===== src/ets_pkg.sv =====
// Purpose: Shared constants for the 256-bit transmit stream between client logic and the MAC end.
// Assumes: One stream clock; both ends compile against this package.
// Notes: Entry layout describes one word held in the transmit buffer of the MAC end.
package ets_pkg;

   // -------------------------------------------------------------------------
   // Stream geometry
   // -------------------------------------------------------------------------
   localparam int DATA_W = 256;
   localparam int LANE_W = 8;
   localparam int KEEP_W = DATA_W / LANE_W;
   localparam int FIFO_DEPTH = 8;
   localparam int LEN_W = 16;

   // -------------------------------------------------------------------------
   // Clocking
   // -------------------------------------------------------------------------
   // Nominal stream clock for 40 Gb/s operation, in kHz.
   localparam int STREAM_CLK_40G_KHZ = 312500;
   localparam int SYNC_STAGES = 2;

   // -------------------------------------------------------------------------
   // Line coding
   // -------------------------------------------------------------------------
   // Control code that marks an errored byte on the line side.
   localparam logic [LANE_W-1:0] ERR_CTRL_CODE = 8'hFE;
   localparam logic [KEEP_W-1:0] KEEP_ALL = 32'hFFFFFFFF;
   localparam logic [KEEP_W-1:0] KEEP_NONE = 32'h00000000;

   // -------------------------------------------------------------------------
   // Buffer entry layout: {abort, err, last, keep, data}
   // -------------------------------------------------------------------------
   localparam int ENT_DATA_LSB = 0;
   localparam int ENT_KEEP_LSB = DATA_W;
   localparam int ENT_LAST = DATA_W + KEEP_W;
   localparam int ENT_ERR = ENT_LAST + 1;
   localparam int ENT_ABORT = ENT_ERR + 1;
   localparam int ENT_W = ENT_ABORT + 1;

   // Run of ones from lane 0 covering the given number of bytes.
   function automatic logic [KEEP_W-1:0] keep_mask(input logic [LEN_W-1:0] nbytes);
      logic [KEEP_W-1:0] m;
      m = KEEP_NONE;
      for (int i = 0; i < KEEP_W; i++) begin
         if (LEN_W'(i) < nbytes) begin
            m[i] = 1'b1;
         end
      end
      return m;
   endfunction

endpackage


===== src/ets_axis_if.sv =====
// Purpose: Transmit stream carrier joining the client end and the MAC end.
// Assumes: All signals change and are sampled on the rising edge of clk.
// Notes: One modport per party; no clocking block.
`timescale 1ns/100ps
`default_nettype none
interface ets_axis_if (
   input wire logic clk
);
   logic tvalid;
   logic tready;
   logic [ets_pkg::DATA_W-1:0] tdata;
   logic [ets_pkg::KEEP_W-1:0] tkeep;
   logic tlast;
   logic tuser;

   modport mac (
      input tvalid,
      input tdata,
      input tkeep,
      input tlast,
      input tuser,
      output tready
   );

   modport client (
      output tvalid,
      output tdata,
      output tkeep,
      output tlast,
      output tuser,
      input tready
   );
endinterface
`default_nettype wire


===== src/ets_mac_tx.sv =====
// Purpose: MAC end of the 256-bit transmit stream with an 8-word buffer and line-side output stage.
// Assumes: REF_CLK_I is the stream clock; NRST_I is the asynchronous power-on reset.
// Notes: TX and RX resets are synchronous requests and are resynchronised before use.
//
// Summary of operation
// 256-bit stream path for 40 Gb/s operation.
// All exchange on rising stream clock edge.
// Client holds resets high until clock stable.
// Resets synchronous, resynchronised into clock domain.
// 32 byte lanes, keep bit n qualifies lane.
// User bit one means bad packet.
// Client raises valid with data and keep.
// After acceptance client presents next word.
// Client holds word while ready low.
// Last marks final word, keep gives count.
// Bus ignored after last until valid returns.
// Back-to-back frames split only by last.
// Ready may drop anytime to throttle.
// Valid word stays stable until accepted.
// User bit with last means explicit abort.
// Valid dropped before last means implicit abort.
// Bad frame gets error code, skips FCS.
// Stream clock nominally 312.5 MHz at 40G.
// Keep all ones except final transfer.
// Final keep is run from lane 0.
`timescale 1ns/100ps
`default_nettype none

// ----------------------------------------------------------------------------
// MAC transmit end
// ----------------------------------------------------------------------------
module ets_mac_tx #(
   parameter int FIFO_DEPTH = ets_pkg::FIFO_DEPTH
) (
   // Stream clock and power-on reset
   input wire logic REF_CLK_I,
   input wire logic NRST_I,
   // Synchronous reset requests, active high
   input wire logic TX_RESET_I,
   input wire logic RX_RESET_I,
   // Client stream
   ets_axis_if.mac S,
   // Line side
   output logic LINE_VALID_O,
   input wire logic LINE_READY_I,
   output logic [ets_pkg::DATA_W-1:0] LINE_DATA_O,
   output logic [ets_pkg::KEEP_W-1:0] LINE_KEEP_O,
   output logic LINE_LAST_O,
   output logic LINE_ERR_O,
   output logic LINE_ABORT_O,
   output logic LINE_FCS_SKIP_O,
   // Status
   output logic TX_RESET_SYNC_O,
   output logic RX_RESET_SYNC_O,
   output logic UNDERRUN_O
);
   // -------------------------------------------------------------------------
   // Reset synchronisers
   // -------------------------------------------------------------------------
   logic [ets_pkg::SYNC_STAGES-1:0] tx_rst_sync;
   logic [ets_pkg::SYNC_STAGES-1:0] rx_rst_sync;
   logic tx_rst;

   // Reset requests pass two flops; power-on holds them asserted. R4 R3
   always_ff @(posedge REF_CLK_I or negedge NRST_I) begin
      if (!NRST_I) begin
         tx_rst_sync <= '1;
         rx_rst_sync <= '1;
      end else begin
         tx_rst_sync <= {tx_rst_sync[ets_pkg::SYNC_STAGES-2:0], TX_RESET_I};
         rx_rst_sync <= {rx_rst_sync[ets_pkg::SYNC_STAGES-2:0], RX_RESET_I};
      end
   end
   assign tx_rst = tx_rst_sync[ets_pkg::SYNC_STAGES-1];

   // -------------------------------------------------------------------------
   // Client side acceptance
   // -------------------------------------------------------------------------
   // Everything here runs on the single stream clock, which is 312.5 MHz in 40G use. R2 R18
   logic in_frame;
   logic abort_pend;
   logic ready;
   logic next_in_frame;
   logic next_abort_pend;
   logic next_ready;
   logic next_underrun;
   logic fifo_in_valid;
   logic fifo_in_ready;
   logic [ets_pkg::ENT_W-1:0] fifo_in_data;
   logic fifo_out_valid;
   logic fifo_out_ready;
   logic [ets_pkg::ENT_W-1:0] fifo_out_data;
   logic take;
   logic [$clog2(FIFO_DEPTH+1)-1:0] fill;
   logic [$clog2(FIFO_DEPTH+1)-1:0] next_fill;

   // A word is taken only on valid and ready, so idle bus contents are ignored. R11 R7 R8 R9
   assign take = S.tvalid && ready;

   always_comb begin
      next_in_frame = in_frame;
      next_abort_pend = abort_pend;
      next_underrun = 1'b0;
      fifo_in_valid = 1'b0;
      fifo_in_data = {1'b0, 1'b0, S.tlast, S.tkeep, S.tdata};
      if (abort_pend) begin
         // Closing entry for a frame that lost its valid mid-way.
         fifo_in_valid = 1'b1;
         fifo_in_data = {1'b1, 1'b1, 1'b1, ets_pkg::KEEP_NONE, {ets_pkg::DATA_W{1'b0}}};
         if (fifo_in_ready) begin
            next_abort_pend = 1'b0;
         end
      end else if (take) begin
         fifo_in_valid = 1'b1;
         // User bit is sampled with last only: bad or explicit abort. R6 R15
         fifo_in_data[ets_pkg::ENT_ERR] = S.tlast && S.tuser;
         next_in_frame = !S.tlast;
      end else if (in_frame && !S.tvalid) begin
         next_in_frame = 1'b0;
         next_abort_pend = 1'b1;
         next_underrun = 1'b1;
      end
      // Ready is registered, so it stays up only while the buffer keeps a free entry next cycle. R13
      next_ready = !tx_rst && !next_abort_pend && (next_fill != $bits(next_fill)'(FIFO_DEPTH));
   end

   always_comb begin
      next_fill = fill;
      if (tx_rst) begin
         next_fill = '0;
      end else if (fifo_in_valid && fifo_in_ready && !(fifo_out_valid && fifo_out_ready)) begin
         next_fill = fill + 1'b1;
      end else if (!(fifo_in_valid && fifo_in_ready) && fifo_out_valid && fifo_out_ready) begin
         next_fill = fill - 1'b1;
      end
   end

   always_ff @(posedge REF_CLK_I or negedge NRST_I) begin
      if (!NRST_I) begin
         in_frame <= 1'b0;
         abort_pend <= 1'b0;
         ready <= 1'b0;
         fill <= '0;
         UNDERRUN_O <= 1'b0;
      end else if (tx_rst) begin
         in_frame <= 1'b0;
         abort_pend <= 1'b0;
         ready <= 1'b0;
         fill <= '0;
         UNDERRUN_O <= 1'b0;
      end else begin
         in_frame <= next_in_frame;
         abort_pend <= next_abort_pend;
         ready <= next_ready;
         fill <= next_fill;
         UNDERRUN_O <= next_underrun;
      end
   end
   assign S.tready = ready;

   ets_fifo #(
      .WIDTH(ets_pkg::ENT_W),
      .DEPTH(FIFO_DEPTH)
   ) u_fifo (
      .clk_i(REF_CLK_I),
      .rst_n_i(NRST_I),
      .flush_i(tx_rst),
      .in_valid_i(fifo_in_valid),
      .in_ready_o(fifo_in_ready),
      .in_data_i(fifo_in_data),
      .out_valid_o(fifo_out_valid),
      .out_ready_i(fifo_out_ready),
      .out_data_o(fifo_out_data)
   );

   // -------------------------------------------------------------------------
   // Line-side output stage
   // -------------------------------------------------------------------------
   logic next_line_valid;
   logic [ets_pkg::DATA_W-1:0] next_line_data;
   logic [ets_pkg::KEEP_W-1:0] next_line_keep;
   logic next_line_last;
   logic next_line_err;
   logic next_line_abort;

   assign fifo_out_ready = !LINE_VALID_O || LINE_READY_I;

   always_comb begin
      next_line_valid = LINE_VALID_O && !LINE_READY_I;
      next_line_data = LINE_DATA_O;
      next_line_keep = LINE_KEEP_O;
      next_line_last = LINE_LAST_O;
      next_line_err = LINE_ERR_O;
      next_line_abort = LINE_ABORT_O;
      if (fifo_out_ready && fifo_out_valid) begin
         next_line_valid = 1'b1;
         next_line_data = fifo_out_data[ets_pkg::ENT_KEEP_LSB-1:ets_pkg::ENT_DATA_LSB];
         next_line_keep = fifo_out_data[ets_pkg::ENT_LAST-1:ets_pkg::ENT_KEEP_LSB];
         next_line_last = fifo_out_data[ets_pkg::ENT_LAST];
         next_line_err = fifo_out_data[ets_pkg::ENT_ERR];
         next_line_abort = fifo_out_data[ets_pkg::ENT_ABORT];
         if (fifo_out_data[ets_pkg::ENT_ERR]) begin
            // Last word of a bad frame becomes error control codes. R17
            next_line_data = {ets_pkg::KEEP_W{ets_pkg::ERR_CTRL_CODE}};
         end
      end
   end

   always_ff @(posedge REF_CLK_I or negedge NRST_I) begin
      if (!NRST_I) begin
         LINE_VALID_O <= 1'b0;
         LINE_DATA_O <= '0;
         LINE_KEEP_O <= ets_pkg::KEEP_NONE;
         LINE_LAST_O <= 1'b0;
         LINE_ERR_O <= 1'b0;
         LINE_ABORT_O <= 1'b0;
         LINE_FCS_SKIP_O <= 1'b0;
      end else if (tx_rst) begin
         LINE_VALID_O <= 1'b0;
         LINE_LAST_O <= 1'b0;
         LINE_ERR_O <= 1'b0;
         LINE_ABORT_O <= 1'b0;
         LINE_FCS_SKIP_O <= 1'b0;
      end else begin
         LINE_VALID_O <= next_line_valid;
         LINE_DATA_O <= next_line_data;
         LINE_KEEP_O <= next_line_keep;
         LINE_LAST_O <= next_line_last;
         LINE_ERR_O <= next_line_err;
         LINE_ABORT_O <= next_line_abort;
         LINE_FCS_SKIP_O <= next_line_err;
      end
   end

   always_ff @(posedge REF_CLK_I or negedge NRST_I) begin
      if (!NRST_I) begin
         TX_RESET_SYNC_O <= 1'b1;
         RX_RESET_SYNC_O <= 1'b1;
      end else begin
         TX_RESET_SYNC_O <= tx_rst;
         RX_RESET_SYNC_O <= rx_rst_sync[ets_pkg::SYNC_STAGES-1];
      end
   end
endmodule
`default_nettype wire


===== src/ets_client_tx.sv =====
// Purpose: Client end that turns frame requests into words on the 256-bit transmit stream.
// Assumes: Request inputs come from logic on the same stream clock.
// Notes: Payload bytes are a running count so a receiver can check order; the MAC end's word buffer lives here too.
`timescale 1ns/100ps
`default_nettype none


// ----------------------------------------------------------------------------
// Word buffer
// ----------------------------------------------------------------------------
module ets_fifo #(
   parameter int WIDTH = 8,
   parameter int DEPTH = 8
) (
   // Clock and reset
   input wire logic clk_i,
   input wire logic rst_n_i,
   input wire logic flush_i,
   // Fill side
   input wire logic in_valid_i,
   output logic in_ready_o,
   input wire logic [WIDTH-1:0] in_data_i,
   // Drain side
   output logic out_valid_o,
   input wire logic out_ready_i,
   output logic [WIDTH-1:0] out_data_o
);
   localparam int PTR_W = $clog2(DEPTH);
   localparam int CNT_W = $clog2(DEPTH + 1);

   logic [WIDTH-1:0] mem [DEPTH];
   logic [PTR_W-1:0] wr_ptr;
   logic [PTR_W-1:0] rd_ptr;
   logic [CNT_W-1:0] count;
   logic [PTR_W-1:0] next_wr_ptr;
   logic [PTR_W-1:0] next_rd_ptr;
   logic [CNT_W-1:0] next_count;
   logic push;
   logic pop;

   assign in_ready_o = (count != CNT_W'(DEPTH));
   assign out_valid_o = (count != '0);
   assign out_data_o = mem[rd_ptr];
   assign push = in_valid_i && in_ready_o;
   assign pop = out_valid_o && out_ready_i;

   always_comb begin
      next_wr_ptr = wr_ptr;
      next_rd_ptr = rd_ptr;
      next_count = count;
      if (flush_i) begin
         next_wr_ptr = '0;
         next_rd_ptr = '0;
         next_count = '0;
      end else begin
         if (push) begin
            next_wr_ptr = (wr_ptr == PTR_W'(DEPTH - 1)) ? '0 : wr_ptr + 1'b1;
         end
         if (pop) begin
            next_rd_ptr = (rd_ptr == PTR_W'(DEPTH - 1)) ? '0 : rd_ptr + 1'b1;
         end
         if (push && !pop) begin
            next_count = count + 1'b1;
         end else if (pop && !push) begin
            next_count = count - 1'b1;
         end
      end
   end

   always_ff @(posedge clk_i or negedge rst_n_i) begin
      if (!rst_n_i) begin
         wr_ptr <= '0;
         rd_ptr <= '0;
         count <= '0;
      end else begin
         wr_ptr <= next_wr_ptr;
         rd_ptr <= next_rd_ptr;
         count <= next_count;
      end
   end

   // Storage has no reset; only pointers and count carry meaning.
   always_ff @(posedge clk_i) begin
      if (push && !flush_i) begin
         mem[wr_ptr] <= in_data_i;
      end
   end
endmodule
`default_nettype wire


===== src/flat_wrapper.sv =====
// flat-port wrapper written by rule: the top's interface ports become plain ports
module ets_mac_tx_flat 
#(
   parameter int FIFO_DEPTH = ets_pkg::FIFO_DEPTH
)
  (REF_CLK_I, NRST_I, TX_RESET_I, RX_RESET_I, LINE_VALID_O, LINE_READY_I, LINE_DATA_O, LINE_KEEP_O, LINE_LAST_O, LINE_ERR_O, LINE_ABORT_O, LINE_FCS_SKIP_O, TX_RESET_SYNC_O, RX_RESET_SYNC_O, UNDERRUN_O, clk, S_tvalid, S_tdata, S_tkeep, S_tlast, S_tuser, S_tready);
  ets_axis_if S_i (.clk(clk));
  input wire logic REF_CLK_I;
  input wire logic NRST_I;
  input wire logic TX_RESET_I;
  input wire logic RX_RESET_I;
  output logic LINE_VALID_O;
  input wire logic LINE_READY_I;
  output logic [ets_pkg::DATA_W-1:0] LINE_DATA_O;
  output logic [ets_pkg::KEEP_W-1:0] LINE_KEEP_O;
  output logic LINE_LAST_O;
  output logic LINE_ERR_O;
  output logic LINE_ABORT_O;
  output logic LINE_FCS_SKIP_O;
  output logic TX_RESET_SYNC_O;
  output logic RX_RESET_SYNC_O;
  output logic UNDERRUN_O;
  input wire logic clk;
  input wire logic [$bits(S_i.tvalid)-1:0] S_tvalid;
  input wire logic [$bits(S_i.tdata)-1:0] S_tdata;
  input wire logic [$bits(S_i.tkeep)-1:0] S_tkeep;
  input wire logic [$bits(S_i.tlast)-1:0] S_tlast;
  input wire logic [$bits(S_i.tuser)-1:0] S_tuser;
  output wire logic [$bits(S_i.tready)-1:0] S_tready;
  assign S_i.tvalid = S_tvalid;
  assign S_i.tdata = S_tdata;
  assign S_i.tkeep = S_tkeep;
  assign S_i.tlast = S_tlast;
  assign S_i.tuser = S_tuser;
  assign S_tready = S_i.tready;
  ets_mac_tx #(.FIFO_DEPTH(FIFO_DEPTH)) u_core (.REF_CLK_I(REF_CLK_I), .NRST_I(NRST_I), .TX_RESET_I(TX_RESET_I), .RX_RESET_I(RX_RESET_I), .S(S_i), .LINE_VALID_O(LINE_VALID_O), .LINE_READY_I(LINE_READY_I), .LINE_DATA_O(LINE_DATA_O), .LINE_KEEP_O(LINE_KEEP_O), .LINE_LAST_O(LINE_LAST_O), .LINE_ERR_O(LINE_ERR_O), .LINE_ABORT_O(LINE_ABORT_O), .LINE_FCS_SKIP_O(LINE_FCS_SKIP_O), .TX_RESET_SYNC_O(TX_RESET_SYNC_O), .RX_RESET_SYNC_O(RX_RESET_SYNC_O), .UNDERRUN_O(UNDERRUN_O));
endmodule

===== config.mk =====
export PLATFORM = sky130hd
export DESIGN_NAME = ets_mac_tx_flat
export DESIGN_NICKNAME = d
export VERILOG_FILES = /design/src/ets_pkg.sv /design/src/ets_axis_if.sv /design/src/ets_mac_tx.sv /design/src/ets_client_tx.sv /design/src/flat_wrapper.sv
export SDC_FILE = /design/constraint.sdc
export NUM_CORES = 2
export LEC_CHECK = 0
export BUFFER_PORTS_ARGS = -buffer_cell sky130_fd_sc_hd__buf_2
export CAP_MARGIN = 20
export CORE_MARGIN = 2
export CORE_UTILIZATION = 45
export DETAILED_ROUTE_END_ITERATION = 16
export GPL_ROUTABILITY_DRIVEN = 0
export HOLD_SLACK_MARGIN = 0.12
export PLACE_DENSITY = 0.72
export SLEW_MARGIN = 20
export SYNTH_ARGS = -nofsm -noshare
export SYNTH_HDL_FRONTEND = slang
export SYNTH_HIERARCHICAL = 1
export SYNTH_SLANG_ARGS = --single-unit

===== constraint.sdc =====
create_clock -name REF_CLK_I -period 46 [get_ports REF_CLK_I]
set_input_delay 4.6 -clock REF_CLK_I [delete_from_list [all_inputs] [get_ports REF_CLK_I]]
set_output_delay 4.6 -clock REF_CLK_I [all_outputs]
set_load 0.02 [all_outputs]

==> results.sh <==
export IMPL_status="finished clean"
export IMPL_hpwl_um=122000
export IMPL_crit_fanout=53
export IMPL_antenna_found_initial=56
export IMPL_rows=174
export IMPL_drt_pass1_iter_count=5
export IMPL_drc=0
export IMPL_finalSetupViolCount=0
export IMPL_cp_data_required_time_ns=46.51
export IMPL_synth_area_leaders="edfxtp_1 69%, mux4_2 13%, dfrtp_1 7.6%, mux2_2 3.2%, nand2_1 2.3%"
export IMPL_startpoint="S_tvalid"
export IMPL_drive_gt1_share_pct=33.5
export IMPL_synth_top_family_by_area="multiplexers"
export IMPL_synth_seq_cells=2644
export IMPL_hp_class="flip-flop to flip-flop"
export IMPL_holdBufCountCts=0
export IMPL_synth_top_area_share_pct=68.7
export IMPL_ios=594
export IMPL_track_usage_pct=20.5
export IMPL_vdd_drop_max_mv=0.0529
export IMPL_post_synth_cell_area_avg_um2=20.0
export IMPL_synth_compound_area_share_pct=1.37
export IMPL_pwr_density_cell_nw_per_um2=58.3
export IMPL_die_width_um=480
export IMPL_fill_cells=17400
export IMPL_skew_ns=0.0505
export IMPL_synth_commonest_cells="2328 x edfxtp_1, 622 x nand2_1, 582 x mux4_2"
export IMPL_ys_async_sr_fraction_pct=12.0
export IMPL_worstPathCellList="buf_2 > a21oi_4 > inv_2 > and3b_1 > nand2b_1 > nor2_4 > buf_4 > buf_4 > buf_4 > buf_4"
export IMPL_synth_top_area_cell="edfxtp_1"
export IMPL_leakage_nw=39.8
export IMPL_final_hold_violation_count=0
export IMPL_grt_max_degree=154
export IMPL_yosysSeqAreaShare_pct=76.5
export IMPL_clkTransAtPathRegs_ns=0.06
export IMPL_die_h_um=480
export IMPL_ant_nets=0
export IMPL_tritoncts="built"
export IMPL_cts_repair_resized=0
export IMPL_min_period_over_period_pct=18.5
export IMPL_drt_initial_drc_count=4848
export IMPL_coreArea_um2=225000
export IMPL_dp_cells=8464
export IMPL_worstRegToRegCells=9
export IMPL_rsz0062_at_grt="no"
export IMPL_synth_xor_area_share_pct=0.0479
export IMPL_yosys_area_share_simple_pct=4.58
export IMPL_gr_total_overflow=0
export IMPL_multi_input_area_um2=22700
export IMPL_maxCapViolCount=0
export IMPL_nets=6069
export IMPL_mappedNetlistArea_um2=102000
export IMPL_ys_warnings_count=6
export IMPL_synthAdderAreaFrac_pct=0.128
export IMPL_tightest_slew_ns=1.44
export IMPL_seqCellArea_um2=77800
export IMPL_area_growth_pct=15.2
export IMPL_r2r_setup_slack_ns=40.45
export IMPL_floorplan_initialDensity_pct=45.3
export IMPL_syn_nets=5390
export IMPL_power_mw=6.84
export IMPL_synth_flop_cell="edfxtp_1"
export IMPL_endpoint="u_core/u_fifo/mem[4][252]"
export IMPL_grt_pass1_wl_um=350000
export IMPL_cts_root_buf="clkbuf_16"
export IMPL_grt_pass1_vias=53700
export IMPL_max_slew_margin_pct=4.33
export IMPL_finalNonFillerCells=8990
export IMPL_cts_made_buffers=289
export IMPL_critPathLaunchType="primary input"
export IMPL_r2r_start="u_core/abort_pend"
export IMPL_synthCells=5084
export IMPL_wl_per_cell_um=26.4
export IMPL_slew_viol_final=0
export IMPL_worstSkewPairLatency_ns=0.94
export IMPL_max_stage_delay_ns=0.88
export IMPL_synth_edf_count=2328
export IMPL_end_kind="flip-flop"
export IMPL_synth_most_common_cell="edfxtp_1"
export IMPL_routed_wl_um=237000
export IMPL_postCtsSetupBuffers=0
export IMPL_slowest_stage="buf_4"
export IMPL_htree_num_levels=5
export IMPL_yosysUniqueCellTypes=55
export IMPL_fin_setup_tns_ns=0
export IMPL_io_buffers=592
export IMPL_critPathKind="primary input to flip-flop"
export IMPL_cts_buffer_depth=4
export IMPL_vias=51200
export IMPL_clock_sinks=2644
export IMPL_cp_arrival_ns=9.04
export IMPL_via_per_inst=5.70
export IMPL_r2r_end="u_core/u_fifo/mem[4][252]"
export IMPL_cp_common_cell="buf_4"
export IMPL_fin_util_pct=52.1
export IMPL_die_area_um2=230000
export IMPL_period_needed_ns=8.53
export IMPL_muxShareOfSynthArea_pct=16.1
export IMPL_max_freq_mhz=117
layout by cell type (no fill, tap or decap), types with 5 or more instances in the layout:
cell type   Yosys  routed
edfxtp_1     2328    2328
nand2_1       622     621
buf_2         113     591
mux4_2        582     582
dfrtp_1       310     306
clkbuf_16       0     298
mux2_2        291     290
nor2b_1       288     288
o21ai_0       227     227
buf_4           1      76
clkbuf_1      147      68
clkinv_2        0      45
clkbuf_8        0      36
nand3b_1       32      32
clkinv_1        0      22
diode_2         0      18
a21oi_1        13      13
inv_6           0      12
bufinv_16       0      12
clkinvlp_4      0      11
buf_12          0      11
inv_1          10      10
nor2_4          2       8
nor2_1         14       8
ha_1            8       8
dfstp_2         6       6
nand2b_1        6       6
mux2i_1         5       5
registers in the layout (all words and copies together) (netlist names), 2 cells and up:
name and flops:
u_core/LINE_DATA_O 256, u_core/tx_rst_sync 2, u_core/u_fifo/rd_ptr 3, u_core/rx_rst_sync 2, u_core/fill 4, u_core/LINE_KEEP_O 32
u_core/u_fifo/count 4, u_core/u_fifo/mem 2328, u_core/u_fifo/wr_ptr 3
metal layers:
layer / global-route usage, % / share of wire, % / up-vias
met2: 33.4 / 49 / 1983
met1: 27.2 / 40 / 27300
met5: 0 / 0.16 / -
met3: 5.07 / 8.0 / 449
li1: - / - / 21400
met4: 6.77 / 3.1 / 62
cell type report:
class,count,share of cell area (%)
well taps,2992,3.19
clock inverters,106,0.760
repair buffers,679,3.21
diodes,18,0.0384
multi-input cells,2138,19.4
flip-flops and latches,2644,66.4
inverters,11,0.0352
clock buffers,402,7.00
through the flow:
step	hold WS [ns]	setup slack, ns	cell area (µm²)
floorplan	0.345	19.95	102000
global placement	0.348	36.22	108000
detailed placement	0.347	36.43	108000
CTS	0.355	37.39	117000
global route	0.361	37.22	117000
finish	0.356	37.47	117000
critical path: cells and delay by family:
| kind | cells | cell delay (ns) |
|---|---|---|
| buf+inv | 6 | 3.59 |
| simple gates | 3 | 0.57 |
| compound gates | 1 | 0.12 |
report_power, final:
group / leakage [nW] / switching, mW / internal (mW)
Sequential: 24.8 / 0.123 / 2.80
Clock: 4.46 / 0.902 / 1.31
Combinational: 10.6 / 0.960 / 0.738
worst min-delay path by stage:
stage	start	end	slack (ns)	depth (start not counted)
after floorplan	u_core/rx_rst_sync[1]	u_core/RX_RESET_SYNC_O	0.35	0
after global placement	u_core/rx_rst_sync[0]	u_core/rx_rst_sync[1]	0.35	0
after detailed placement	u_core/tx_rst_sync[0]	u_core/tx_rst_sync[1]	0.35	0
after CTS	u_core/tx_rst_sync[0]	u_core/tx_rst_sync[1]	0.36	0
after global routing	u_core/rx_rst_sync[1]	u_core/RX_RESET_SYNC_O	0.36	0
final	u_core/tx_rst_sync[0]	u_core/tx_rst_sync[1]	0.36	0
cells by family after synthesis:
logic type / after synthesis
adders and majority gates: 10
and+or+nand+nor: 988
buffers and inverters: 302
DFF: 2644
muxes: 878
xor gates and xnor gates: 4
AOI/OAI and AO/OA: 258
No activity file was read; power rests on OpenSTA's default activity.
